`config.mk`:
```
export PLATFORM = sky130hd
export DESIGN_NAME = adaptive_eq_sample_control
export DESIGN_NICKNAME = d
export VERILOG_FILES = /design/src/include/adaptive_eq_pkg.sv /design/src/include/eq_window_if.sv /design/src/rtl/eq_error_window.sv /design/src/rtl/adaptive_eq_sample_control.sv
export VERILOG_INCLUDE_DIRS = /design/src /design/src/include
export SDC_FILE = /design/constraint.sdc
export NUM_CORES = 1
export LEC_CHECK = 0
export BUFFER_PORTS_ARGS = -buffer_cell sky130_fd_sc_hd__buf_2
export CELL_PAD_IN_SITES_DETAIL_PLACEMENT = 1
export CELL_PAD_IN_SITES_GLOBAL_PLACEMENT = 2
export CORE_UTILIZATION = 39
export CTS_CLUSTER_SIZE = 16
export DETAILED_ROUTE_END_ITERATION = 12
export PLACE_DENSITY_LB_ADDON = 0.25
export SLEW_MARGIN = 20
export SYNTH_ARGS = -nofsm -noshare
export SYNTH_HDL_FRONTEND = slang
export SYNTH_SLANG_ARGS = --single-unit
```
`constraint.sdc`:
```
create_clock -name clk -period 3.45 [get_ports clk]
set_input_delay 0.69 -clock clk [delete_from_list [all_inputs] [get_ports clk]]
set_output_delay 0.69 -clock clk [all_outputs]
set_load 0.05 [all_outputs]
```
`src/include/adaptive_eq_defines.svh`:
```
// register offsets, field positions, reset values and limits
`ifndef ADAPTIVE_EQ_DEFINES_SVH
`define ADAPTIVE_EQ_DEFINES_SVH
`define OFS_RSVD_A 8'h3b
`define OFS_RSVD_B 8'h3c
`define OFS_RSVD_C 8'h3d
`define OFS_RSVD_D 8'h3e
`define OFS_RSVD_E 8'h3f
`define OFS_RSVD_F 8'h40
`define OFS_SF_LIMITS 8'h41
`define OFS_ADAPT_CTRL 8'h42
`define OFS_ERR_THRESH 8'h43
`define RST_RSVD_A 8'h01
`define RST_RSVD_B 8'h14
`define RST_RSVD_C 8'h6f
`define RST_RSVD_D 8'h00
`define RST_RSVD_E 8'h40
`define RST_RSVD_F 8'h00
`define RST_UPPER 4'ha
`define RST_LOWER 4'h7
`define RST_ERR_SEL 3'h7
`define RST_FILTER_EN 1'b1
`define RST_ERR_THRESH 8'h01
`define UPPER_HI 7
`define UPPER_LO 4
`define LOWER_HI 3
`define LOWER_LO 0
`define ERR_SEL_HI 6
`define ERR_SEL_LO 4
`define CTRL_RSVD_BIT 3
`define TWO_STEP_BIT 2
`define LOOP_ORDER_BIT 1
`define FILTER_EN_BIT 0
`define ERR_CLOCK_BIT 2
`define ERR_ENCODE_BIT 1
`define ERR_PARITY_BIT 0
`define SF_MIDPOINT 4'h7
`define SF_LEGAL_MAX 4'he
`define ERR_COUNT_MAX 8'hff
`endif

```
`src/include/adaptive_eq_pkg.sv`:
```
// types shared by the equalizer search logic
package adaptive_eq_pkg;
  typedef enum logic [4:0] {
    ST_IDLE   = 5'b00001,
    ST_SETTLE = 5'b00010,
    ST_HOLD   = 5'b00100,
    ST_VERIFY = 5'b01000,
    ST_TRACK  = 5'b10000
  } search_state_t;
  typedef logic [3:0] filter_val_t;
endpackage : adaptive_eq_pkg

```
`src/include/eq_window_if.sv`:
```
// carrier between the search engine and the error window counter
`timescale 1ns/1ns
interface eq_window_if #(parameter int PERIOD_W = 16);
  logic restart;
  logic [PERIOD_W-1:0] half_cycles;
  logic [2:0] err_select;
  logic [2:0] err_in;
  logic err_hit;
  logic half_done;
  logic [7:0] err_count;
  modport window (
    input restart, half_cycles, err_select, err_in,
    output err_hit, half_done, err_count
  );
  modport search (
    output restart, half_cycles, err_select, err_in,
    input err_hit, half_done, err_count
  );
endinterface : eq_window_if

```
`src/rtl/eq_error_window.sv`:
```
// half-period timer and selected-error accumulator
`timescale 1ns/1ns
`include "adaptive_eq_defines.svh"
module eq_error_window #(
  parameter int PERIOD_W = 16
) (
  input wire logic clk,
  input wire logic sys_rst,
  eq_window_if.window win
);
  import adaptive_eq_pkg::*;

  logic [PERIOD_W-1:0] timer;
  logic [2:0] hits;
  logic [1:0] hit_num;
  logic [8:0] next_count;
  logic done_q;
  logic [7:0] count_q;

  // only error classes enabled in the select field are counted
  assign hits = win.err_in & win.err_select;
  assign hit_num = 2'(hits[0]) + 2'(hits[1]) + 2'(hits[2]);
  assign win.err_hit = |hits;
  assign win.half_done = done_q;
  assign win.err_count = count_q;

  // half-period timer; a zero period still yields one-cycle windows
  always_ff @(posedge clk) begin
    if (sys_rst || win.restart) begin
      timer <= '0;
      done_q <= 1'b0;
    end else if (timer + 1'b1 >= win.half_cycles) begin
      timer <= '0;
      done_q <= 1'b1;
    end else begin
      timer <= timer + 1'b1;
      done_q <= 1'b0;
    end
  end

  // next accumulator value; a fresh window starts from this cycle's hits
  always_comb begin
    if (done_q) begin
      next_count = {7'h00, hit_num};
    end else begin
      next_count = {1'b0, count_q} + {7'h00, hit_num};
    end
  end

  // accumulator restarts with each window so counts stay per-setting
  always_ff @(posedge clk) begin
    if (sys_rst || win.restart) begin
      count_q <= '0;
    end else begin
      // saturate rather than wrap so a noisy link never looks clean
      if (next_count > {1'b0, `ERR_COUNT_MAX}) begin
        count_q <= `ERR_COUNT_MAX;
      end else begin
        count_q <= next_count[7:0];
      end
    end
  end
endmodule : eq_error_window

```
`src/rtl/adaptive_eq_sample_control.sv`:
```
// adaptive equalizer and sample filter search with its register set
// How it works
// - upper filter limit bits 7:4, reset 0xA
// - lower filter limit bits 3:0, reset 0x7
// - filter setting held inside programmed limits when lower <= upper <= 0xE
// - any error-select bit set enables error checking
// - bits select clock, encoding and parity errors
// - errors accumulate over half the relock period
// - count above threshold steps to the next sweep point while settling, and steps only the equalizer (holding at top) while tracking
// - one-step mode: full wait, then check lock
// - two-step mode: half wait, half error check
// - error in second half advances immediately
// - loop-order bit picks which loop is inner
// - filter adaptation only while its enable set
`timescale 1ns/1ns
`include "adaptive_eq_defines.svh"
module adaptive_eq_sample_control #(
  parameter int EQ_W = 4,
  parameter logic [EQ_W-1:0] EQ_MAX = '1,
  parameter int PERIOD_W = 16
) (
  input wire logic clk,
  input wire logic sys_rst,
  input wire logic [7:0] reg_addr,
  input wire logic reg_wr_en,
  input wire logic [7:0] reg_wdata,
  input wire logic reg_rd_en,
  output logic [7:0] reg_rdata,
  input wire logic [PERIOD_W-1:0] relock_period,
  input wire logic adapt_start,
  input wire logic link_clock_err,
  input wire logic link_encode_err,
  input wire logic link_parity_err,
  input wire logic link_locked,
  output logic [EQ_W-1:0] eq_setting,
  output adaptive_eq_pkg::filter_val_t sample_filter_setting,
  output logic adapt_busy,
  output logic adapt_valid
);
  import adaptive_eq_pkg::*;

  // refuse shapes the stepping logic cannot serve
  generate
    if (EQ_W < 1 || PERIOD_W < 2) begin : g_bad_params
      $error("adaptive_eq_sample_control: bad parameters");
    end
  endgenerate

  logic [7:0] rsvd_regs [0:5];
  filter_val_t upper_limit;
  filter_val_t lower_limit;
  logic [2:0] err_sel;
  logic ctrl_rsvd;
  logic two_step;
  logic loop_order;
  logic filter_adapt_en;
  logic [7:0] err_thresh;
  search_state_t state;
  logic [EQ_W-1:0] eq_idx;
  filter_val_t sf_idx;
  filter_val_t sf_clamped;
  logic [EQ_W-1:0] next_eq;
  filter_val_t next_sf;
  logic restart_q;
  logic win_done;
  logic check_en;
  logic over_thresh;
  logic advance;
  logic accept;
  logic retune;
  logic eq_wrap;
  logic sf_wrap;

  eq_window_if #(.PERIOD_W(PERIOD_W)) win ();

  eq_error_window #(.PERIOD_W(PERIOD_W)) u_window (
    .clk(clk),
    .sys_rst(sys_rst),
    .win(win)
  );

  // reset values of the six reserved read-write registers
  localparam logic [7:0] RSVD_RST [0:5] = '{`RST_RSVD_A, `RST_RSVD_B,
    `RST_RSVD_C, `RST_RSVD_D, `RST_RSVD_E, `RST_RSVD_F};

  // reserved registers keep whatever software writes
  for (genvar i = 0; i < 6; i++) begin : g_rsvd
    always_ff @(posedge clk) begin
      if (sys_rst) begin
        rsvd_regs[i] <= RSVD_RST[i];
      end else if (reg_wr_en && reg_addr == `OFS_RSVD_A + 8'(i)) begin
        rsvd_regs[i] <= reg_wdata;
      end
    end
  end

  // filter limit register; ordering of the limits is software's duty
  always_ff @(posedge clk) begin
    if (sys_rst) begin
      upper_limit <= `RST_UPPER;
      lower_limit <= `RST_LOWER;
    end else if (reg_wr_en && reg_addr == `OFS_SF_LIMITS) begin
      upper_limit <= reg_wdata[`UPPER_HI:`UPPER_LO];
      lower_limit <= reg_wdata[`LOWER_HI:`LOWER_LO];
    end
  end

  // adaptation control register
  always_ff @(posedge clk) begin
    if (sys_rst) begin
      err_sel <= `RST_ERR_SEL;
      ctrl_rsvd <= 1'b0;
      two_step <= 1'b0;
      loop_order <= 1'b0;
      filter_adapt_en <= `RST_FILTER_EN;
    end else if (reg_wr_en && reg_addr == `OFS_ADAPT_CTRL) begin
      err_sel <= reg_wdata[`ERR_SEL_HI:`ERR_SEL_LO];
      ctrl_rsvd <= reg_wdata[`CTRL_RSVD_BIT];
      two_step <= reg_wdata[`TWO_STEP_BIT];
      loop_order <= reg_wdata[`LOOP_ORDER_BIT];
      filter_adapt_en <= reg_wdata[`FILTER_EN_BIT];
    end
  end

  // error threshold; a zero value would retune on any single error
  always_ff @(posedge clk) begin
    if (sys_rst) begin
      err_thresh <= `RST_ERR_THRESH;
    end else if (reg_wr_en && reg_addr == `OFS_ERR_THRESH) begin
      err_thresh <= reg_wdata;
    end
  end

  // registered read port; unmapped offsets read zero
  always_ff @(posedge clk) begin
    if (sys_rst) begin
      reg_rdata <= 8'h00;
    end else if (reg_rd_en) begin
      case (reg_addr)
        `OFS_RSVD_A: reg_rdata <= rsvd_regs[0];
        `OFS_RSVD_B: reg_rdata <= rsvd_regs[1];
        `OFS_RSVD_C: reg_rdata <= rsvd_regs[2];
        `OFS_RSVD_D: reg_rdata <= rsvd_regs[3];
        `OFS_RSVD_E: reg_rdata <= rsvd_regs[4];
        `OFS_RSVD_F: reg_rdata <= rsvd_regs[5];
        `OFS_SF_LIMITS: reg_rdata <= {upper_limit, lower_limit};
        `OFS_ADAPT_CTRL: begin
          reg_rdata <= {1'b0, err_sel, ctrl_rsvd, two_step, loop_order,
            filter_adapt_en};
        end
        `OFS_ERR_THRESH: reg_rdata <= err_thresh;
        default: reg_rdata <= 8'h00;
      endcase
    end
  end

  // window inputs: half the relock period, selected error classes
  assign win.restart = restart_q;
  assign win.half_cycles = relock_period >> 1;
  assign win.err_select = err_sel;
  assign win.err_in[`ERR_CLOCK_BIT] = link_clock_err;
  assign win.err_in[`ERR_ENCODE_BIT] = link_encode_err;
  assign win.err_in[`ERR_PARITY_BIT] = link_parity_err;

  // checking is off when no error class is selected
  assign check_en = |err_sel;
  assign over_thresh = check_en && (win.err_count > err_thresh);

  // the window restarts one edge after a new setting, so its end flag and
  // count still belong to the old window while the restart is pending
  assign win_done = win.half_done && !restart_q;

  // per-state decisions for the current setting
  always_comb begin
    advance = 1'b0;
    accept = 1'b0;
    retune = 1'b0;
    case (state)
      ST_SETTLE: begin
        advance = win_done && over_thresh;
      end
      ST_HOLD: begin
        // one-step judges only the lock level at the end of the wait
        accept = win_done && link_locked;
        advance = win_done && !link_locked;
      end
      ST_VERIFY: begin
        // the check window is abandoned on the first error
        advance = check_en && win.err_hit;
        accept = win_done && !advance;
      end
      ST_TRACK: begin
        retune = win_done && over_thresh;
      end
      default: begin
        advance = 1'b0;
      end
    endcase
  end

  // next point of the nested sweep
  assign eq_wrap = (eq_idx >= EQ_MAX);
  assign sf_wrap = (sf_idx >= upper_limit);
  always_comb begin
    next_eq = eq_idx;
    next_sf = sf_idx;
    if (!filter_adapt_en) begin
      next_eq = eq_wrap ? '0 : eq_idx + 1'b1;
    end else if (!loop_order) begin
      // equalizer inner, filter outer
      next_eq = eq_wrap ? '0 : eq_idx + 1'b1;
      if (eq_wrap) begin
        next_sf = sf_wrap ? lower_limit : sf_idx + 1'b1;
      end
    end else begin
      // filter inner, equalizer outer
      next_sf = sf_wrap ? lower_limit : sf_idx + 1'b1;
      if (sf_wrap) begin
        next_eq = eq_wrap ? '0 : eq_idx + 1'b1;
      end
    end
  end

  // search state machine
  always_ff @(posedge clk) begin
    if (sys_rst) begin
      state <= ST_IDLE;
    end else if (adapt_start) begin
      state <= ST_SETTLE;
    end else begin
      case (state)
        ST_IDLE: state <= ST_IDLE;
        ST_SETTLE: begin
          if (advance) begin
            state <= ST_SETTLE;
          end else if (win_done) begin
            state <= two_step ? ST_VERIFY : ST_HOLD;
          end
        end
        ST_HOLD, ST_VERIFY: begin
          if (advance) begin
            state <= ST_SETTLE;
          end else if (accept) begin
            state <= ST_TRACK;
          end
        end
        ST_TRACK: begin
          if (retune) begin
            state <= ST_SETTLE;
          end
        end
        default: state <= ST_IDLE;
      endcase
    end
  end

  // settings and window restarts follow the decisions
  always_ff @(posedge clk) begin
    if (sys_rst) begin
      eq_idx <= '0;
      sf_idx <= `SF_MIDPOINT;
      restart_q <= 1'b0;
    end else if (adapt_start) begin
      eq_idx <= '0;
      sf_idx <= filter_adapt_en ? lower_limit : `SF_MIDPOINT;
      restart_q <= 1'b1;
    end else if (advance) begin
      eq_idx <= next_eq;
      sf_idx <= filter_adapt_en ? next_sf : `SF_MIDPOINT;
      restart_q <= 1'b1;
    end else if (retune) begin
      // at the top setting the equalizer stays and the search re-checks
      eq_idx <= eq_wrap ? eq_idx : eq_idx + 1'b1;
      restart_q <= 1'b1;
    end else begin
      restart_q <= 1'b0;
    end
  end

  // clamp to the limits so a limit rewrite takes effect at once
  always_comb begin
    sf_clamped = sf_idx;
    if (sf_clamped > upper_limit) begin
      sf_clamped = upper_limit;
    end
    if (sf_clamped < lower_limit) begin
      sf_clamped = lower_limit;
    end
    if (sf_clamped > `SF_LEGAL_MAX) begin
      sf_clamped = `SF_LEGAL_MAX;
    end
  end

  // registered outputs toward the receiver
  always_ff @(posedge clk) begin
    if (sys_rst) begin
      eq_setting <= '0;
      sample_filter_setting <= `SF_MIDPOINT;
      adapt_busy <= 1'b0;
      adapt_valid <= 1'b0;
    end else begin
      eq_setting <= eq_idx;
      sample_filter_setting <= sf_clamped;
      adapt_busy <= (state != ST_IDLE) && (state != ST_TRACK);
      adapt_valid <= (state == ST_TRACK);
    end
  end
endmodule : adaptive_eq_sample_control

```
==> results of run 1 <==
-- worst max-delay path by stage --
stage | slack (ns) | cells after the start | end | startpoint
floorplan | 0.27 | 13 | sample_filter_setting[0] | upper_limit[1]
global route | 0.02 | 13 | sample_filter_setting[0] | upper_limit[1]
finish | 0.19 | 13 | sample_filter_setting[0] | upper_limit[1]
CTS | 0.09 | 13 | sample_filter_setting[0] | upper_limit[1]
detailed placement | 0.12 | 13 | sample_filter_setting[0] | upper_limit[2]
global placement | 0.25 | 13 | sample_filter_setting[0] | upper_limit[1]
-- layer usage --
metal | global-route usage (%) | part of all wire [%] | vias to the layer above | routed length (µm)
li1 | - | - | 2622 | -
met1 | 26.10 | 44 | 2676 | 8267
met2 | 38.12 | 50 | 93 | 9386
met3 | 4.265 | 3.3 | 22 | 613
met4 | 7.803 | 1.7 | 0 | 325
met5 | 0 | 0 | - | 0
-- cell families after synthesis --
family / Yosys count / share of synthesized area, %
muxes: 48 / 9.310
and+or+nand+nor: 260 / 20.78
DFF: 128 / 43.71
AOI/OAI and AO/OA: 127 / 12.98
adders and majority gates: 38 / 7.045
other: 1 / 0.05387
buffers and inverters: 65 / 3.738
xor gates and xnor gates: 19 / 2.390
-- cell type report --
type	count	area, µm²
timing repair buffer	71	390.4
fill	1983	9268
clock inverter	14	117.6
multi-input combinational	493	3672
clock buffer	18	429.2
sequential	128	3044
tap	225	281.5
inverter	41	153.9
-- sequential cells by signal, indices dropped and copies added (netlist names) --
| register | cells |
|---|---|
| eq_idx | 4 |
| adapt_busy | 1 |
| state | 5 |
| upper_limit | 4 |
| reg_rdata | 8 |
| adapt_valid | 1 |
| rsvd_regs | 48 |
| u_window.win.err_count | 8 |
| filter_adapt_en | 1 |
| err_thresh | 8 |
| u_window.timer | 16 |
| lower_limit | 4 |
| restart_q | 1 |
| two_step | 1 |
| loop_order | 1 |
| sample_filter_setting | 4 |
| sf_idx | 4 |
| err_sel | 3 |
| u_window.win.half_done | 1 |
| eq_setting | 4 |
| ctrl_rsvd | 1 |
-- worst max-delay path: stages, from the launching register on --
cell,delay [ns]
dfxtp_1,0.34
inv_1,0.07
ha_1,0.32
nor2b_1,0.16
o31a_1,0.27
o21ai_2,0.19
mux2_2,0.38
ha_1,0.29
a21o_1,0.18
a21o_1,0.22
nor3_2,0.12
mux2_2,0.19
nor2_1,0.04
a311o_1,0.36
-- power by group --
| part | internal [mW] | switching [mW] | total (mW) | leakage (nW) |
|---|---|---|---|---|
| combinational | 0.140 | 0.226 | 0.366 | 2.13 |
| sequential | 1.61 | 0.0261 | 1.64 | 1.11 |
| clock | 0.984 | 0.692 | 1.68 | 0.247 |
-- repair_timing --
item	CTS	global route
hold buffers	0	0
setup endpoints to repair	0	1
buffers inserted	0	0
endpoints found under the hold margin	0	0
gates resized for setup	0	4
-- cell usage after synthesis, types with 3 or more instances --
cell type	instances	area share [%]
a2111oi_0	3	0.38
a211oi_1	9	0.97
a21o_1	16	1.7
a21oi_1	29	2.1
a22o_1	8	1.0
and2_1	44	4.0
and3_1	8	0.72
and4_1	5	0.63
buf_2	7	0.50
clkbuf_1	14	0.75
dfxtp_1	80	23
edfxtp_1	48	21
ha_1	36	6.5
inv_1	41	2.2
mux2_2	4	0.65
mux2i_1	31	4.5
mux4_2	13	4.2
nand2_1	43	2.3
nand2b_1	16	1.4
nand3_1	22	1.6
nand3b_1	4	0.43
nand4_1	9	0.81
nor2_1	40	2.2
nor2b_1	30	2.7
nor3_1	15	1.1
nor3b_1	3	0.32
nor4_1	3	0.27
o2111ai_1	3	0.38
o211a_1	4	0.58
o211ai_1	8	0.86
o21a_1	4	0.43
o21ai_0	13	0.93
o21ai_1	8	0.58
or3_1	5	0.45
xnor2_1	10	1.3
xor2_1	9	1.1
-- stage by stage --
stage	cell area, µm²	setup slack [ns]	power, mW
6_report	8089	0.1851	3.681
5_1_grt	8089	0.02045	3.830
4_1_cts	8074	0.09494	3.718
3_5_place_dp	7527	0.1190	2.037
3_3_place_gp	7527	0.2467	2.016
2_1_floorplan	6962	0.2667	1.906
==> metrics.txt, run 1 <==
status completed; # rows 48; Top FF cell, synth dfxtp_1; DR WL/cell 18.78 µm; Layout area overhead 16.19%; drt drc 0; Avg Cell Area, Syn 10.15 µm²; Hold WC Path Type reg2reg; layout cell share with drive strength beyond 1 17.12%; DR pass1 iterations 4; Die Area 18390 µm²; GPL Wtd Cong 0.8016; antenna fix cells 0; Setup crit end kind register; setup violators final 0; Bufs on Longest Clock Path 2; register area share after synthesis 43.71%; Hold Violations, Final 0; Reg clk slew, reported paths 0.06 ns; Fin Setup TNS 0 ns; clock root cell clkbuf_16; DR iter-0 viols 173; gr usage total 21.69%; PwrDens 455.0 nW/µm²; final critical-path share of the clock period 94.64%; die height 135.6 µm; Worst EP arrival 3.57 ns; Post-Layout Cell Count 990; Vias 5413; core area 17360 µm²; I/O pin cnt 59; largest net degree at the start of global routing 39; Fin Clk Skew 0.008515 ns; worst r2r path cells 13; final wirelength 18590 µm; Rel. slew slack 55.89%; first-pass GRT wire length 30060 µm; R2R setup slack 0.19 ns; worst slew pin tran 0.6616 ns; Synth Cell Area 6962 µm²; Mapped Cells 686; vias in the first global route 5775; CTS Sinks 128; CP Launch Type register; cts bufs inserted 17; TritonCTS clock tree done; Hold EP reg_rdata[4]; most common cell after layout, fill and taps aside dfxtp_1; Reg-to-Reg End sample_filter_setting[0]; HPWL Detailed 13690 µm; Detail Route Antenna Nets 0; Die X 135.6 µm; Initial Utilization 40.11%; syn_nets 765; Slew Viols, Final 0; Fin Hold WS 0.4945 ns; final-stage net count 831; Hold Startpoint reg_rdata[4]; fmax 0.3063 GHz; Yosys warnings 0; ys async rst share 0%; Period minus WS final 3.265 ns; Final Core Density 46.60%; Clk Latency, worst-skew pair 0.42 ns; RSZ-0062 raised after global routing false; initial antenna violation count 0; Max-Cap Viols 0; Leakage 3.488 nW; Avg Vias per Cell 5.468; IR drop worst, VDD 0.3329 mV; maximum level of the CTS H-tree 4; Port Buffers 57; hold depth 2; CP Class reg2reg; number of synthesized register bits 128; Distinct cells, synth 66; GRT Residual Overflow 0; CP Max Fanout 6; Worst Path Required 3.75 ns; dpl cells 958; reg2reg start upper_limit[1]; most frequent cells in the layout dfxtp_1 (79), buf_2 (57), edfxtp_1 (48); Post-synth EDFFs 48
Power figures use the tool's default switching activity.
==> run 2: changes to the inputs <==
--- a/config.mk
+++ b/config.mk
@@ -6,10 +6,11 @@
 export SDC_FILE = /design/constraint.sdc
 export NUM_CORES = 1
 export LEC_CHECK = 0
+export ABC_AREA = 1
 export BUFFER_PORTS_ARGS = -buffer_cell sky130_fd_sc_hd__buf_2
 export CELL_PAD_IN_SITES_DETAIL_PLACEMENT = 1
 export CELL_PAD_IN_SITES_GLOBAL_PLACEMENT = 2
-export CORE_UTILIZATION = 39
+export CORE_UTILIZATION = 36
 export CTS_CLUSTER_SIZE = 16
 export DETAILED_ROUTE_END_ITERATION = 12
 export PLACE_DENSITY_LB_ADDON = 0.25
==> metrics.txt, run 2 <==
Avg Vias per Cell 4.951 (-9.5%); Worst EP arrival 3.40 ns (-0.17 ns); Pint 2.737 mW (about the same); Most flops, register rsvd_regs; Hold Violations, Final 0 (unchanged); Worst Path Required 3.75 ns (about the same); IR drop worst, VDD 0.3416 mV (+2.6%); DR pass1 iterations 8 (+4); Setup crit end kind register; clock power share 47.2% (+1.7 points); ys async rst share 0% (unchanged); final-stage net count 976 (+17%); die height 137.5 µm (+1.4%); max reg flops 48 (unchanged); Rel. slew slack 42.79% (-13 points); clock root cell clkbuf_16; Synth top cells by count inv_1 (141), nand2_1 (141), nor2_1 (97), dfxtp_1 (80), a21oi_1 (60); Leakage 3.486 nW (about the same); # rows 49 (+2.1%); Post-synth EDFFs 48 (unchanged); post-CTS sizing 0 (unchanged); GRT Residual Overflow 0 (unchanged); gr usage total 20.80% (-0.90 points); Top FF cell, synth dfxtp_1; violations in the final reports design-rule violations; Vias 5639 (+4.2%); switch share 25.85% (+0.21 points); Avg Cell Area, Syn 8.027 µm² (-21%); Period minus WS final 3.094 ns (-0.1707 ns); Mapped Cells 823 (+20%); TritonCTS clock tree done; Die Area 18900 µm² (+2.8%); Fin Setup TNS 0 ns (unchanged); Final WS setup 0.3558 ns (+0.1707 ns); post-synthesis simple-gate area fraction 22.77% (+2.0 points); Hold WC Path Type reg2reg; Synth Area in Compound Gates 12.52% (-0.46 points); initial antenna violation count 0 (unchanged); Bufs on Longest Clock Path 2 (unchanged); register area share after synthesis 46.06% (+2.4 points); Layout area overhead 17.71%; Fin Clk Skew 0.01190 ns (+0.003389 ns); DR iter-0 viols 201 (+16%); Post-Synth Adder-Cell Area 7.424% (+0.38 points); biggest regs rsvd_regs: 48 flops, u_window.timer: 16 flops; drt drc 2 (+2); mux share of post-synthesis cell area 0% (-9.3 points); NetSw 0.9541 mW (+1.1%); PwrDens 474.7 nW/µm² (+4.3%); share of the synthesized area in the top cell type 24.24% (+1.2 points); largest net degree at the start of global routing 30 (-23%); GPL Wtd Cong 0.8124 (+1.3%); I/O pin cnt 59 (unchanged); largest family of logic cells by synthesized area simple AND/OR/NAND/NOR gates; setup violators final 0 (unchanged); Die X 137.5 µm (+1.4%); cts bufs inserted 17 (unchanged); antenna fix cells 0 (unchanged); DR WL/cell 15.79 µm (-16%); xor/xnor share of the synthesized area 2.254% (-0.14 points); Yosys warnings 0 (unchanged); first-pass GRT wire length 29560 µm (-1.7%); status complete, but fails checks; pre-CTS setup slack 0.1212 ns (+0.002271 ns); fmax 0.3232 GHz (+5.5%); Synth Cell Area 6606 µm² (-5.1%); layout cell share with drive strength beyond 1 12.86% (-4.3 points); maximum level of the CTS H-tree 4 (unchanged); Reg clk slew, reported paths 0.06 ns (about the same); Power, Total 3.691 mW (+0.28%); worst slew pin tran 0.8525 ns (+0.1909 ns); RSZ-0062 raised after global routing false; post-synth top area cell dfxtp_1; Post-DP Area 7186 µm² (-4.5%); CP Launch Type register; combinational share of power 8.4% (-1.5 points); CP Class reg2reg; number of synthesized register bits 128 (unchanged); Synth area leaders dfxtp_1 (24%), edfxtp_1 (22%), inv_1 (8.0%); CTS Sinks 128 (unchanged); Seq pwr share 44.4% (about the same); Max-Cap Viols 0 (unchanged); HPWL Detailed 14170 µm (+3.5%); Distinct cells, synth 44 (-33%); Detail Route Antenna Nets 0 (unchanged); post-route cell area 7776 µm² (-3.9%); vias in the first global route 5993 (+3.8%); Port Buffers 57 (unchanged); Slew Viols, Final 0 (unchanged); final critical-path share of the clock period 89.69% (-4.9 points); final wirelength 17990 µm (-3.3%); Clk Latency, worst-skew pair 0.42 ns (about the same); core area 17960 µm² (+3.5%); Final Core Density 43.29% (-3.3 points); CP Max Fanout 15 (+9); Initial Utilization 36.78% (-3.3 points); most frequent cells in the layout inv_1 (141), nand2_1 (141), nor2_1 (97); syn_nets 902 (+18%)
==> run 2: layer usage <==
layer	up-vias	GRT usage, %	share of wire [%]
li1	2868	-	-
met1	2709	23.62	44
met2	48	38.92	53
met3	14	4.489	2.4
met4	0	5.311	0.95
met5	-	0	0
==> run 2: cell families after synthesis <==
kind of cell / Yosys count
DFF: 128
adders and majority gates: 38
buffers and inverters: 155
other: 1
xor gates and xnor gates: 17
and+or+nand+nor: 341
AOI/OAI and AO/OA: 143
==> run 2: layout make-up <==
type / instances / area, µm²
repair buffers: 65 / 357.8
clock buffers: 19 / 442.9
inverters: 145 / 544.3
flip-flops and latches: 128 / 3043
fillers: 2188 / 10190
well taps: 229 / 286.5
multi-input cells: 540 / 2974
clock inverters: 13 / 127.6
==> run 2: repair_timing <==
item / in CTS / in global routing
hold buffers: 0 / 0
setup endpoints to repair: 0 / 2
setup buffers: 0 / 1
==> run 2: stage by stage <==
step,hold slack [ns],cells
CTS,0.4587,1138
detailed placement,0.4501,1106
floorplan,0.4298,823
global placement,0.4379,1106
global route,0.4865,1139
finish,0.4585,1139
==> run 2: power groups by stage <==
stage / clock network [mW] / logic, mW / registers [mW]
2_1_floorplan: 0 / 0.186 / 1.68
6_report: 1.74 / 0.311 / 1.64
4_1_cts: 1.79 / 0.313 / 1.64
5_1_grt: 1.85 / 0.353 / 1.64
3_5_place_dp: 0 / 0.311 / 1.67
3_3_place_gp: 0 / 0.295 / 1.67
==> run 2: final timing paths <==
check | from | to | slack [ns] | cells after the start
max | u_window.timer[0] | u_window.timer[0] | 0.36 | 19
min | ctrl_rsvd | ctrl_rsvd | 0.46 | 2
max reg2reg | u_window.timer[0] | u_window.timer[0] | 0.36 | 19
min reg2reg | ctrl_rsvd | ctrl_rsvd | 0.46 | 2
==> run 2: critical path, stage by stage, from the launching register on <==
cell	delay (ns)
dfxtp_1	0.41
ha_1	0.22
nand2_1	0.06
nor2_1	0.15
nand3_1	0.11
nor2_1	0.15
inv_1	0.07
nor2_1	0.13
inv_1	0.09
nor2_1	0.14
nand2_1	0.08
xor2_1	0.24
inv_1	0.08
ha_1	0.27
nand2_1	0.09
nor2_4	0.16
nand3_1	0.16
nand4_4	0.14
buf_12	0.16
nor2_1	0.06
